File: src/eeprom_ctl_pkg.sv
package eeprom_ctl_pkg;

	// Array geometry.
	localparam int ADDR_W = 11;
	localparam int DATA_W = 8;
	localparam logic [7:0] ERASED_BYTE = 8'hff;

	// Clock rate and the programming pulse width.
	localparam int CLK_PERIOD_PS = 5000;
	localparam int PULSE_MS = 50;
	// Divide first: the product of milliseconds and picoseconds overflows a 32-bit int.
	localparam int PULSE_CYCLES = PULSE_MS * (1000000000 / CLK_PERIOD_PS);

	// Guard time around the pulse so that pins settle before and after it.
	localparam int SETTLE_NS = 100;
	localparam int SETTLE_CYCLES = (SETTLE_NS * 1000 + CLK_PERIOD_PS - 1) / CLK_PERIOD_PS;

	// Read access time of the memory, a longest time.
	localparam int ACCESS_NS = 250;
	localparam int ACCESS_CYCLES = (ACCESS_NS * 1000 + CLK_PERIOD_PS - 1) / CLK_PERIOD_PS;

	// Command codes on the user port.
	localparam logic [2:0] CMD_READ = 3'h0;
	localparam logic [2:0] CMD_BYTE_ERASE = 3'h1;
	localparam logic [2:0] CMD_BYTE_WRITE = 3'h2;
	localparam logic [2:0] CMD_CHIP_ERASE = 3'h3;

	// Values after reset.
	localparam logic [31:0] CNT_RESET = 32'h0;

endpackage : eeprom_ctl_pkg

File: src/eeprom_mode_ctl.sv
`timescale 1ns/1ps
// Operation
// - Byte erase: select low, enable high, data all ones, supply raised.
// - Byte write: select low, enable high, byte on data, supply raised.
// - Chip erase: select low, enable elevated, data all ones, supply pulsed.
// - One 50 ms pulse per erase; erase before write; one byte per write pulse.
// - Erase and write use the same decoded select as reads.
module eeprom_mode_ctl
	import eeprom_ctl_pkg::*;
#(
	parameter int PULSE_LEN = PULSE_CYCLES
)
(
	input wire logic i_clk,
	input wire logic i_rst_n,
	input wire logic i_req_valid,
	output logic o_req_ready,
	input wire logic [2:0] i_req_cmd,
	input wire logic [ADDR_W-1:0] i_req_addr,
	input wire logic [DATA_W-1:0] i_req_data,
	input wire logic i_dev_sel,
	output logic o_done,
	output logic [DATA_W-1:0] o_rd_data,
	output logic o_chip_sel_n,
	output logic o_out_en_n,
	output logic o_oe_high_volt,
	output logic o_prog_volt,
	output logic [ADDR_W-1:0] o_addr,
	output logic [DATA_W-1:0] o_data_out,
	output logic o_data_oe_n,
	input wire logic [DATA_W-1:0] i_data_in
);

	typedef enum logic [2:0] {
		ST_IDLE = 3'b000,
		ST_READ = 3'b001,
		ST_SETUP = 3'b010,
		ST_PULSE = 3'b011,
		ST_HOLD = 3'b100
	} state_e;

	state_e state_reg, state_next;
	logic [31:0] cnt_reg, cnt_next;
	logic [2:0] cmd_reg;
	logic [ADDR_W-1:0] addr_reg;
	logic [DATA_W-1:0] data_reg;
	logic [DATA_W-1:0] rd_reg;
	logic sel_reg;
	logic done_reg;
	logic [DATA_W-1:0] din_s1_reg, din_s2_reg;

	// Decoded command classes.
	// Reads need no class wire of their own, since only the read state lowers output enable.
	wire is_chip_erase = (cmd_reg == CMD_CHIP_ERASE);
	wire is_erase = (cmd_reg == CMD_BYTE_ERASE) || is_chip_erase;
	wire take = i_req_valid && (state_reg == ST_IDLE);
	wire cnt_zero = (cnt_reg == CNT_RESET);
	wire in_prog = (state_reg == ST_SETUP) || (state_reg == ST_PULSE) || (state_reg == ST_HOLD);

	assign o_req_ready = (state_reg == ST_IDLE);
	assign o_done = done_reg;
	assign o_rd_data = rd_reg;

	// Pin levels come straight from held registers, so nothing moves mid-pulse.
	assign o_chip_sel_n = ~sel_reg;
	assign o_out_en_n = ~((state_reg == ST_READ) && sel_reg);
	assign o_oe_high_volt = in_prog && is_chip_erase;
	assign o_prog_volt = (state_reg == ST_PULSE);
	assign o_addr = addr_reg;
	assign o_data_out = is_erase ? ERASED_BYTE : data_reg;
	assign o_data_oe_n = ~in_prog;

	// Sequencer. The setup and hold guards keep the supply at its normal level
	// whenever select or data change, and a read can only start from idle.
	always_comb
	begin
		state_next = state_reg;
		cnt_next = cnt_reg;
		case (state_reg)
			ST_IDLE:
			begin
				if (i_req_valid)
				begin
					if (i_req_cmd == CMD_READ)
					begin
						state_next = ST_READ;
						cnt_next = 32'(ACCESS_CYCLES + 2);
					end
					else
					begin
						state_next = ST_SETUP;
						cnt_next = 32'(SETTLE_CYCLES);
					end
				end
			end
			ST_READ:
			begin
				if (cnt_zero)
					state_next = ST_IDLE;
				else
					cnt_next = cnt_reg - 32'h1;
			end
			ST_SETUP:
			begin
				if (cnt_zero)
				begin
					state_next = ST_PULSE;
					cnt_next = 32'(PULSE_LEN - 1);
				end
				else
					cnt_next = cnt_reg - 32'h1;
			end
			ST_PULSE:
			begin
				if (cnt_zero)
				begin
					state_next = ST_HOLD;
					cnt_next = 32'(SETTLE_CYCLES);
				end
				else
					cnt_next = cnt_reg - 32'h1;
			end
			ST_HOLD:
			begin
				if (cnt_zero)
					state_next = ST_IDLE;
				else
					cnt_next = cnt_reg - 32'h1;
			end
			default:
			begin
				state_next = ST_IDLE;
				cnt_next = CNT_RESET;
			end
		endcase
	end

	// State, counter and the captured request.
	always_ff @(posedge i_clk or negedge i_rst_n)
	begin
		if (!i_rst_n)
		begin
			state_reg <= ST_IDLE;
			cnt_reg <= CNT_RESET;
			cmd_reg <= CMD_READ;
			addr_reg <= '0;
			data_reg <= '0;
			sel_reg <= 1'b0;
		end
		else
		begin
			state_reg <= state_next;
			cnt_reg <= cnt_next;
			if (take)
			begin
				cmd_reg <= i_req_cmd;
				addr_reg <= i_req_addr;
				data_reg <= i_req_data;
				sel_reg <= i_dev_sel;
			end
			else if (state_next == ST_IDLE)
				sel_reg <= 1'b0;
		end
	end

	// Data pins are asynchronous to our clock, so they pass two flops.
	always_ff @(posedge i_clk or negedge i_rst_n)
	begin
		if (!i_rst_n)
		begin
			din_s1_reg <= '0;
			din_s2_reg <= '0;
			rd_reg <= '0;
			done_reg <= 1'b0;
		end
		else
		begin
			din_s1_reg <= i_data_in;
			din_s2_reg <= din_s1_reg;
			done_reg <= (state_reg != ST_IDLE) && (state_next == ST_IDLE);
			if ((state_reg == ST_READ) && cnt_zero)
				rd_reg <= din_s2_reg;
		end
	end

	a_pulse_normal_read: assert property (@(posedge i_clk) disable iff (!i_rst_n)
		!o_out_en_n |-> !o_prog_volt && !o_oe_high_volt)
		else $error("Output enable low while programming voltage is raised.");

	a_pulse_stable_pins: assert property (@(posedge i_clk) disable iff (!i_rst_n)
		o_prog_volt && $past(o_prog_volt) |-> $stable(o_addr) && $stable(o_data_out) && $stable(o_chip_sel_n))
		else $error("Address, data or select moved during programming pulse.");

	a_erase_data_ones: assert property (@(posedge i_clk) disable iff (!i_rst_n)
		o_prog_volt && is_erase |-> o_data_out == ERASED_BYTE && !o_data_oe_n)
		else $error("Erase pulse without all-ones data.");

	a_chip_erase_oe: assert property (@(posedge i_clk) disable iff (!i_rst_n)
		o_oe_high_volt |-> is_chip_erase && o_out_en_n)
		else $error("Elevated output enable outside chip erase.");

	a_write_oe_high: assert property (@(posedge i_clk) disable iff (!i_rst_n)
		o_prog_volt |-> o_out_en_n && !o_data_oe_n)
		else $error("Write pulse with output enable low or data not driven.");

	a_pulse_start_width: assert property (@(posedge i_clk) disable iff (!i_rst_n)
		$rose(o_prog_volt) |-> o_prog_volt [*8])
		else $error("Programming pulse ended too early.");

	a_read_needs_sel: assert property (@(posedge i_clk) disable iff (!i_rst_n)
		!o_out_en_n |-> !o_chip_sel_n)
		else $error("Output enable low while deselected.");

	a_pulse_one_shot: assert property (@(posedge i_clk) disable iff (!i_rst_n)
		$fell(o_prog_volt) |-> !o_prog_volt [*2] ##1 (state_reg == ST_HOLD || state_reg == ST_IDLE))
		else $error("Second pulse issued within one request.");

endmodule : eeprom_mode_ctl

File: config.mk
export PLATFORM = sky130hd
export DESIGN_NAME = eeprom_mode_ctl
export DESIGN_NICKNAME = d
export VERILOG_FILES = /design/src/eeprom_ctl_pkg.sv /design/src/eeprom_mode_ctl.sv
export SDC_FILE = /design/constraint.sdc
export NUM_CORES = 1
export LEC_CHECK = 0
export ABC_AREA = 1
export BUFFER_PORTS_ARGS = -buffer_cell sky130_fd_sc_hd__buf_2
export CAP_MARGIN = 5
export CORE_ASPECT_RATIO = 1.1
export CORE_UTILIZATION = 45
export DETAILED_ROUTE_END_ITERATION = 10
export PLACE_DENSITY = 0.65
export SKIP_CTS_REPAIR_TIMING = 1
export SYNTH_ARGS = -nofsm -noshare
export SYNTH_HDL_FRONTEND = slang
export SYNTH_SLANG_ARGS = --single-unit
File: constraint.sdc
create_clock -name i_clk -period 2.3 [get_ports i_clk]
set_clock_uncertainty 0.05 [all_clocks]
set_input_delay 0.115 -clock i_clk [delete_from_list [all_inputs] [get_ports i_clk]]
set_output_delay 0.115 -clock i_clk [all_outputs]
set_load 0.1 [all_outputs]
After elaboration in Yosys (flattened, before gate mapping):

Cells that the tools add are included.

* word-level logic and storage cells: 53
* input port bits: 34
* register bits after elaboration: 83
* output and inout bits: 34

* reduce and logical (&&, ||, !) cells: 16
* bitwise gates (word level): 3
* muxes and demuxes: 15
* $add $sub $neg: 1
* eq/ne operators: 8

Operators by type and width (count)
* 32-bit two-way mux: 4
* 32-bit one-hot mux with 4 select lines: 1
* 32-bit logical NOT: 1
* 32-bit by 1-bit subtractor with 32-bit output (second input constant): 1
* 3-bit two-way mux: 4
* 3-bit one-hot mux with 4 select lines: 1
* 3-bit by 2-bit == test with 1-bit output (second input constant): 3
* 3-bit logical NOT: 3
* 8-bit two-way mux: 1
* 3-bit by 1-bit == test with 1-bit output (second input constant): 2
* 6-bit two-way mux: 1
* 1-bit logical AND: 5
* 2-bit inequality test (second input constant): 2
* 3-bit == test (second input constant): 1
* 1-bit logical OR: 3
* 1-bit inverter: 3
* 3-bit nonzero test: 1
* 1-bit two-way mux: 2
* 2-bit two-way mux: 1
* 2-bit AND reduction: 1
* 2-bit nonzero test: 1
* 2-bit OR reduction: 1

Longest topological paths before layout:

Gate-level depths: netlist (run 1).

* depth in word-level cells: 7
* depth in mapped cells: 12
* depth with buffers taken out: 12

Least setup slack after synthesis (run 1):

Ideal clock, no wire load.

* path kind: reg2out
* from: register state_reg[1]
* to: output port o_oe_high_volt
* setup slack: -0.900 ns
* arrival time: 3.035 ns
* buffers on the path: 0
* data required time: 2.135 ns
* cell stages (with the launch flop): 5
* path through: dfrtp_1 -> inv_1 -> nor2_1 -> a21oi_1 -> nor2_1

* word-level cells in the longest chain between the ends: 4
* elaborated cells between the ends (all ways): 6
* classes of those cells: 3 x eq/ne; 3 x reduce/logical

Ends and longest elaborated chain
* start: declaration: RTL line eeprom_mode_ctl.sv:42 `state_e state_reg, state_next;`
* start signal: assignment: RTL line eeprom_mode_ctl.sv:152 `state_reg <= state_next;`
* 3-bit by 2-bit == test with 1-bit output: RTL line eeprom_mode_ctl.sv:58 `wire in_prog = (state_reg == ST_SETUP) || (state_reg == ST_PULSE) || (state_reg == ST_HOLD);`
* 1-bit logical OR: RTL line eeprom_mode_ctl.sv:58
* 1-bit logical OR *: RTL line eeprom_mode_ctl.sv:58
* 1-bit logical AND *: RTL line eeprom_mode_ctl.sv:67 `assign o_oe_high_volt = in_prog && is_chip_erase;`
* end: declaration: RTL line eeprom_mode_ctl.sv:26 `output logic o_oe_high_volt,`

Mark *: on every way between the ends. The rest lies on a longest branch, timed or not.

Final worst setup path (run 1):

* from: register cnt_reg[8]
* to: register cnt_reg[4]

* word-level cells in the longest chain between the ends: 3
* elaborated cells between the ends (all ways): 6
* classes of those cells: 1 x eq/ne; 3 x mux; 2 x reduce/logical

Ends and longest elaborated chain
* start: declaration: RTL line eeprom_mode_ctl.sv:43 `logic [31:0] cnt_reg, cnt_next;`
* start signal: assignment: RTL line eeprom_mode_ctl.sv:153 `cnt_reg <= cnt_next;`
* 32-bit logical NOT *: RTL line eeprom_mode_ctl.sv:57 `wire cnt_zero = (cnt_reg == CNT_RESET);`
* 32-bit two-way mux (tied with other cells): RTL line eeprom_mode_ctl.sv:115 `if (cnt_zero)`
* 32-bit one-hot mux with 4 select lines / 2-bit AND reduction (equally long branches)

Marked as above.
A chain may end at the register's enable or synchronous reset.

==> results of run 1 <==
[per-layer routing]
layer  share of wire [%]  up-vias
li1                    -     1958
met1                  43     1821
met2                  49      128
met3                 5.8       15
met4                 2.1        0
met5                   0        -
[per-stage QoR]
step,utilization [%],total power [mW],setup TNS [ns],std cells,instance area (µm²)
floorplan,-,1.717,-0.2355,558,4178
global placement,52.33,1.806,0,736,4667
detailed placement,52.33,1.809,0,736,4667
CTS,54.57,2.882,0,752,4867
global route,58.63,3.020,0,786,5229
finish,58.63,2.884,0,786,5229
[power by group through the flow]
stage	combinational, mW	clock [mW]	sequential [mW]
global route	0.335	1.17	1.51
global placement	0.270	0	1.54
finish	0.315	1.06	1.51
detailed placement	0.272	0	1.54
floorplan	0.110	0	1.61
CTS	0.272	1.10	1.51
[worst max-delay path, delay by kind of cell, from the launching register on]
| kind | cells | cell delay, ns |
|---|---|---|
| AO/OA/AOI/OAI | 1 | 0.09 |
| buffers and inverters | 1 | 0.15 |
| flip-flops | 1 | 0.43 |
| AND/OR/NAND/NOR | 9 | 1.30 |
[kinds of logic after synthesis]
logic type / count (synthesis) / synth area share (%)
flip-flops: 83 / 49.79
buffers and inverters: 64 / 6.299
XOR/XNOR: 12 / 2.519
AND/OR/NAND/NOR: 365 / 36.59
AO/OA/AOI/OAI: 32 / 4.199
adder cells (fa/ha/maj): 2 / 0.5998
[synthesized netlist by cell type]
library cell  instances  share of area (%)
a21oi_1               2               0.24
a21oi_2               1               0.21
and3_1                1               0.15
buf_1                 1              0.090
buf_2                 4               0.48
buf_4                 2               0.36
buf_6                 1               0.27
clkbuf_1              5               0.45
dfrtp_1              83                 50
ha_1                  2               0.60
inv_1                48                4.3
inv_2                 2               0.18
inv_4                 1               0.15
nand2_1             211                 19
nand2_2               3               0.45
nand2_4               1               0.27
nand2_8               1               0.48
nand3_1              43                5.2
nand3b_1              1               0.18
nand4_1              12                1.8
nor2_1               82                7.4
nor2_2                3               0.45
nor2_4                3               0.81
nor3_1                4               0.48
o211ai_1              1               0.18
o21ai_0              19                2.3
o21ai_1               6               0.72
o21bai_1              1               0.18
o221ai_1              1               0.21
o31ai_1               1               0.18
xnor2_1               6                1.3
xor2_1                6                1.3
[final cells by class]
type | instances | area (µm²) | area share [%]
clock buffers | 9 | 123.9 | 2.369
clock inverters | 7 | 76.32 | 1.460
inverters | 51 | 193.9 | 3.709
multi-input cells | 412 | 1862 | 35.61
flip-flops and latches | 83 | 2077 | 39.72
well taps | 114 | 142.6 | 2.728
repair buffers | 110 | 753.2 | 14.41
[worst min-delay path by stage]
stage	cells past startpoint	endpoint	start	slack [ns]
after global placement	1	cnt_reg[23]	i_rst_n	0.07
after floorplan	0	cmd_reg[0]	i_rst_n	-0.23
after CTS	1	cnt_reg[12]	i_rst_n	-0.34
final	5	o_addr[10]	i_req_valid	0.10
after detailed placement	1	cnt_reg[23]	i_rst_n	0.07
after global routing	5	sel_reg	i_req_valid	0.15
==> flow_summary_export.csv, run 1 <==
group,metric,value,unit
grt,grt_max_degree,41,
routing,ant_nets,0,
setup_path,r2r_cells,11,
setup_path,crit_path_top_delay_cell,"dfrtp_1",
die,rows,36,
sta,maxSlewHeadroom,65.92,%
layout,final_cell_mix,"209 x nand2_1, 83 x dfrtp_1, 80 x nor2_1",
setup_path,cp-end-kind,"flip-flop",
synth,synth_area,4172,µm²
sta,fin_ws,0.1592,ns
sta,finalSetupViolCount,0,
grt,antenna_found_initial,0,
die,die_w,93.80,µm
setup_path,max_stage_delay,0.43,ns
sta,max_freq,467.1,MHz
layout,largest_reg_flops,32,
setup_path,r2r-end,"cnt_reg[4]",
power,switchingPower,0.8722,mW
layout,antenna_cells,0,
routing,drc,0,
layout,final_common_cell,"nand2_1",
sta,hold_viol_final,0,
power,intPower,2.012,mW
setup_path,path_cells,"nor2_1 > nand2_1 > nor2_4 > nand2_1 > nor2_4 > nand2_4 > nand2_8 > nor2_4 > buf_12 > nand2_1 > o21ai_0",
synth,netlist_instances,558,
sta,timing_worst_slew_pin_value,0.5112,ns
power,seqPwrFrac,52.3,%
placement,place_congestion,0.9751,
routing,vias,3922,
grt,met1_usage,28.90,%
die,dieArea,9660,µm²
die,die_h,103.0,µm
power,swShare,30.24,%
setup_path,required,2.50,ns
run_status,status,"finished, final reports clean",
routing,first_iter_violations,186,
grt,grt_pass1_vias,3627,
layout,final_nets,703,
worst_hold_path,hp-class,"in2reg",
placement,port_buffers,67,
sta,rsz0062_at_grt,"no",
setup_path,crit_path_start,"cnt_reg[8]",
placement,dpl.hpwl,7376,µm
setup_path,path_max_fanout,18,
power,power_density,551.7,nW/µm²
clock_tree,cts_tree,"done",
sta,holdWs,0.1027,ns
routing,wl_per_cell,13.56,µm
clock_tree,htreeDepth,3,
setup_path,worst-r2r-setup-slack,0.16,ns
grt,grt_pass1_wl,16990,µm
routing,drtPass1Iterations,5,
layout,fillers,837,
die,core,8919,µm²
synth,seq_area_frac_synth,49.79,%
power,p_clk_share,36.8,%
sta,period_minus_slack,2.141,ns
grt,grt_util_met3,5.457,%
layout,syn_to_final_growth,25.34,%
clock_tree,cts_num_sinks,83,
grt,grt-busiest-layer,"met2",
setup_path,timing.rr.start,"cnt_reg[8]",
clock_tree,clk-insertion-delay-late,0.37,ns
die,boundaryPins,68,
clock_tree,cts_buffer_depth,2,
layout,drive_gt1_share,17.11,%
placement,dp_slack,0.2067,ns
routing,viasPerCell,4.990,
synth,yosysUniqueCellTypes,32,
grt,grt_util_met2,37.90,%
power,total_leakage_power,2.768,nW
synth,ys_seq_elements,83,
flow_run,maxCapViolCount,0,
clock_tree,numCtsBuffers,9,
routing,wl,10660,µm
synth,avgSynthCellArea,7.476,µm²
sta,finalMaxSlewViolations,0,
setup_path,start_kind,"flip-flop",
synth,ys_warn_count,0,
grt,grt_usage,22.96,%
power,vdd_ir_drop_max,0.4549,mV
clock_tree,clkSlewWorstSetupHoldPaths,0.10,ns
die,start_util,46.77,%
setup_path,cp-endpoint,"cnt_reg[4]",
power,p_comb_share,10.9,%
sta,period_share,93.08,%
setup_path,crit_arrival,2.34,ns
clock_tree,ctsRootBufferMaster,"clkbuf_8",
grt,grt-ovfl-total,0,
synth,synthesis.nets,594,
setup_path,worstSetupPathType,"reg2reg",
Note: power is estimated with default switching activity, not from simulation.
==> run 2, diff against run 1 <==
Settings changed: PLACE_DENSITY 0.65 to 0.64.
==> run 2 against run 1 <==
Net effect: clock power about the same; critical path depth did not move; largest cell class unchanged; largest power group unchanged; via count decreased by 0.84%; combinational power is essentially flat.
==> flow_summary_export.csv, run 2 (synthesis results as in run 1) <==
group,metric,value,unit
run_status,status,"finished, final reports clean",
setup_path,required,2.55,ns
die,boundaryPins,68,
routing,first_iter_violations,228,
sta,timing_worst_slew_pin_value,0.4997,ns
power,vdd_ir_drop_max,0.4408,mV
sta,maxSlewHeadroom,66.91,%
sta,period_share,89.85,%
grt,grt_usage,22.77,%
setup_path,crit_path_start,"cnt_reg[12]",
routing,wl,10680,µm
grt,grt_max_degree,53,
setup_path,critPathBufInv,2,
clock_tree,htreeDepth,3,
routing,vias,3889,
power,power_density,549.3,nW/µm²
layout,largest_reg_flops,32,
clock_tree,clkSlewWorstSetupHoldPaths,0.09,ns
layout,final_nets,701,
sta,finalMaxSlewViolations,0,
setup_path,path_cells,"nor2_2 > nand2_1 > nor2_4 > nand2_1 > nor2_4 > nand2_4 > nand2_8 > inv_4 > nand2_2 > inv_2 > nor2_1",
sta,period_minus_slack,2.067,ns
grt,grt-ovfl-total,0,
layout,drive_gt1_share,16.87,%
clock_tree,cts_num_sinks,83,
clock_tree,numCtsBuffers,9,
routing,viasPerCell,4.960,
routing,wl_per_cell,13.62,µm
setup_path,worstSetupPathType,"reg2reg",
layout,fillers,830,
setup_path,crit_arrival,2.31,ns
worst_hold_path,hp-class,"in2async",
die,start_util,46.77,%
sta,tns,0,ns
clock_tree,cts_tree,"done",
layout,final_cell_mix,"210 x nand2_1, 83 x dfrtp_1, 79 x nor2_1",
sta,rsz0062_at_grt,"no",
clock_tree,ctsRootBufferMaster,"clkbuf_8",
placement,port_buffers,67,
routing,drtPass1Iterations,5,
sta,max_freq,483.9,MHz
grt,grt_pass1_vias,3578,
die,dieArea,9660,µm²
setup_path,timing.rr.start,"cnt_reg[12]",
power,total_leakage_power,2.745,nW
die,die_w,93.80,µm
die,rows,36,
setup_path,critPathTopFamily,"simple AND/OR/NAND/NOR gates",
clock_tree,cts_buffer_depth,2,
die,core,8919,µm²
power,p_total,2.857,mW
routing,ant_nets,0,
sta,hold_viol_final,0,
die,die_h,103.0,µm
grt,antenna_found_initial,0,
layout,antenna_cells,0,
setup_path,start_kind,"flip-flop",
placement,dpl.hpwl,7262,µm
placement,place_congestion,0.9183,
setup_path,crit_path_top_delay_cell,"dfrtp_1",
setup_path,max_stage_delay,0.43,ns
setup_path,cp-end-kind,"flip-flop",
routing,drc,0,
layout,syn_to_final_growth,24.69,%
layout,final_common_cell,"nand2_1",
flow_run,maxCapViolCount,0,
sta,finalSetupViolCount,0,
clock_tree,clk-insertion-delay-late,0.37,ns
setup_path,path_max_fanout,18,
grt,grt_pass1_wl,16730,µm
## run 2: cell count changes in the layout (fill, tap and decap cells not counted)
cell        change
buf_4           -2
clkinvlp_4      +2
inv_8           -2
nor2_2          +2
clkinv_4        -1
inv_6           +1
nand2_1         +1
nand2_2         -1
nor2_1          -1
nor2_4          -1
## run 2: final cells by class
class	count	area, µm²	share of cell area (%)
clock buffers	9	123.9	2.382
clock inverters	7	68.82	1.323
inverters	51	193.9	3.729
multi-input cells	412	1857	35.70
flip-flops and latches	83	2077	39.93
well taps	114	142.6	2.742
repair buffers	108	738.2	14.19
## run 2: metal layers
| metal | track usage (%) | share of wire [%] | vias up |
|---|---|---|---|
| li1 | - | - | 1953 |
| met1 | 28.74 | 43 | 1812 |
| met2 | 38.01 | 49 | 108 |
| met3 | 5.236 | 5.5 | 16 |
| met4 | 8.994 | 1.9 | 0 |
| met5 | 0 | 0 | - |
## run 2: report_power, final
group	leakage, nW	switching [mW]	internal, mW
Sequential	0.992	0.0135	1.49
Combinational	1.66	0.229	0.0841
Clock	0.0915	0.616	0.420
## run 2: worst paths after layout
path	end	slack [ns]	cells after the start
worst max-delay path	cnt_reg[8]	0.23	11
worst min-delay path	cnt_reg[23]	0.17	2
worst max register to register	cnt_reg[8]	0.23	11
worst min register to register	din_s2_reg[1]	0.31	0
max in group asynchronous	cnt_reg[20]	1.41	3
min in group i_clk	o_addr[9]	0.22	6
## run 2: per-stage QoR
stage | utilization, % | hold slack [ns] | setup WS [ns] | std cells | area (µm²)
floorplan | - | -0.2306 | -0.2355 | 558 | 4178
global placement | 52.22 | 0.03435 | 0.2404 | 733 | 4657
detailed placement | 52.22 | 0.03670 | 0.2010 | 733 | 4657
CTS | 54.38 | -0.3642 | 0.1559 | 749 | 4850
global route | 58.32 | 0.2062 | 0.03125 | 784 | 5201
finish | 58.32 | 0.1708 | 0.2335 | 784 | 5201
==> run 3, diff against run 2 <==
Settings changed: CTS_CLUSTER_DIAMETER set to 40, PLACE_DENSITY 0.64 to 0.66.
Clock period 2.3 ns to 1.85 ns, I/O delays scaled along.
==> run 3 against run 2 <==
Net effect: worst hold slack got worse by 0.12 ns; total power increased by 26%; largest cell class unchanged; critical path type unchanged; register-to-register slack got worse by 0.18 ns; worst setup slack got worse by 0.18 ns; largest power group unchanged.
==> flow_summary_export.csv, run 3 (synthesis results as in run 1) <==
group,metric,value,unit
setup_path,crit_arrival,2.06,ns
power,power_density,622.9,nW/µm²
placement,port_buffers,67,
grt,grt_pass1_wl,17470,µm
routing,viasPerCell,4.998,
routing,ant_nets,0,
layout,final_nets,750,
setup_path,start_kind,"flip-flop",
worst_hold_path,whs_path_depth,5,
setup_path,path_max_fanout,3,
routing,drc,0,
sta,tns,0,ns
die,die_w,93.80,µm
power,p_total,3.599,mW
clock_tree,cts_tree,"done",
layout,final_common_cell,"nand2_1",
worst_hold_path,hp-class,"in2reg",
layout,fillers,756,
die,boundaryPins,68,
grt,grt-busiest-layer,"met2",
layout,final_util,64.79,%
die,core,8919,µm²
grt,grt_max_degree,38,
setup_path,path_cells,"nor2_2 > buf_4 > nand3_2 > nor2_2 > nand2_2 > buf_4 > nor2_1 > nand3_1 > nand2_1 > nand2_1 > nor2_1",
clock_tree,htreeDepth,3,
clock_tree,numCtsBuffers,9,
setup_path,required,2.11,ns
worst_hold_path,hold_end,"state_reg[0]",
setup_path,r2r-end,"cnt_reg[31]",
routing,vias,4163,
run_status,status,"finished, final reports clean",
grt,met1_usage,29.54,%
routing,wl,11510,µm
setup_path,cp-end-kind,"flip-flop",
grt,grt_usage,23.69,%
setup_path,r2r_cells,11,
sta,period_minus_slack,1.794,ns
sta,maxSlewHeadroom,66.79,%
setup_path,worst-r2r-setup-slack,0.06,ns
routing,drtPass1Iterations,5,
routing,wl_per_cell,13.82,µm
placement,placed_cells,775,
layout,syn_to_final_growth,38.51,%
worst_hold_path,min-delay-start,"i_req_valid",
grt,grt_pass1_vias,3799,
layout,final_cell_mix,"199 x nand2_1, 82 x dfrtp_1, 62 x buf_2",
setup_path,crit_path_top_delay_cell,"dfrtp_1",
power,vdd_ir_drop_max,0.5074,mV
sta,finalSetupViolCount,0,
clock_tree,cts_buffer_depth,2,
setup_path,max_stage_delay,0.40,ns
layout,largest_reg_flops,32,
grt,antenna_found_initial,0,
clock_tree,cts_num_sinks,83,
clock_tree,clk-insertion-delay-late,0.37,ns
die,dieArea,9660,µm²
placement,place_congestion,0.9700,
setup_path,timing.rr.start,"cnt_reg[13]",
sta,hold_viol_final,0,
clock_tree,clkSlewWorstSetupHoldPaths,0.10,ns
flow_run,maxCapViolCount,0,
layout,final_cells,833,
placement,dpl.hpwl,8103,µm
routing,first_iter_violations,169,
grt,grt-ovfl-total,0,
die,start_util,46.77,%
layout,antenna_cells,0,
sta,period_share,96.96,%
sta,max_freq,557.5,MHz
grt,grt_util_met2,39.42,%
setup_path,worstSetupPathType,"reg2reg",
sta,finalMaxSlewViolations,0,
die,die_h,103.0,µm
die,rows,36,
clock_tree,ctsRootBufferMaster,"clkbuf_8",
layout,drive_gt1_share,28.37,%
power,total_leakage_power,3.004,nW
grt,grt_util_met3,5.162,%
sta,timing_worst_slew_pin_value,0.5017,ns
## run 3: worst max path at each step
stage | start | endpoint | depth (start not counted)
final | cnt_reg[13] | cnt_reg[31] | 11
after global routing | cnt_reg[0] | cnt_reg[31] | 11
after CTS | cnt_reg[0] | cnt_reg[14] | 9
after detailed placement | cnt_reg[19] | cnt_reg[3] | 10
after global placement | cnt_reg[8] | cnt_reg[29] | 10
after floorplan | state_reg[0] | o_oe_high_volt | 3
## run 3: metrics by stage
stage               cell area (µm²)  hold WS (ns)  setup slack (ns)
finish                         5778       0.05045           0.05616
global placement               5022       0.03292          0.009368
detailed placement             5022       0.02933         0.0002095
floorplan                      4203       -0.2531           -0.1114
global route                   5778       0.08074          -0.06780
CTS                            5223       -0.3779          -0.08720
## run 3: final cells by class
type | instances | area (µm²) | share of cell area, %
Clock inverter | 7 | 76.32 | 1.321
Sequential cell | 83 | 2078 | 35.97
Clock buffer | 9 | 123.9 | 2.144
Multi-Input combinational cell | 411 | 1997 | 34.56
Inverter | 51 | 200.2 | 3.465
Timing Repair Buffer | 158 | 1160 | 20.07
Tap cell | 114 | 142.6 | 2.469
## run 3: report_power, final
| part | internal, mW | switching, mW |
|---|---|---|
| registers | 1.86 | 0.0178 |
| clock network | 0.537 | 0.792 |
| logic | 0.106 | 0.288 |
## run 3: critical path: cells and delay by family, from the launching register on
kind	cells	cell delay, ns
buffers and inverters	2	0.29
flip-flops	1	0.40
AND/OR/NAND/NOR	9	1.00
## run 3: metal layers
metal | vias to the layer above | wire [µm]
li1 | 2054 | -
met5 | - | 0
met2 | 140 | 5688
met1 | 1938 | 4864
met3 | 31 | 632
met4 | 0 | 327
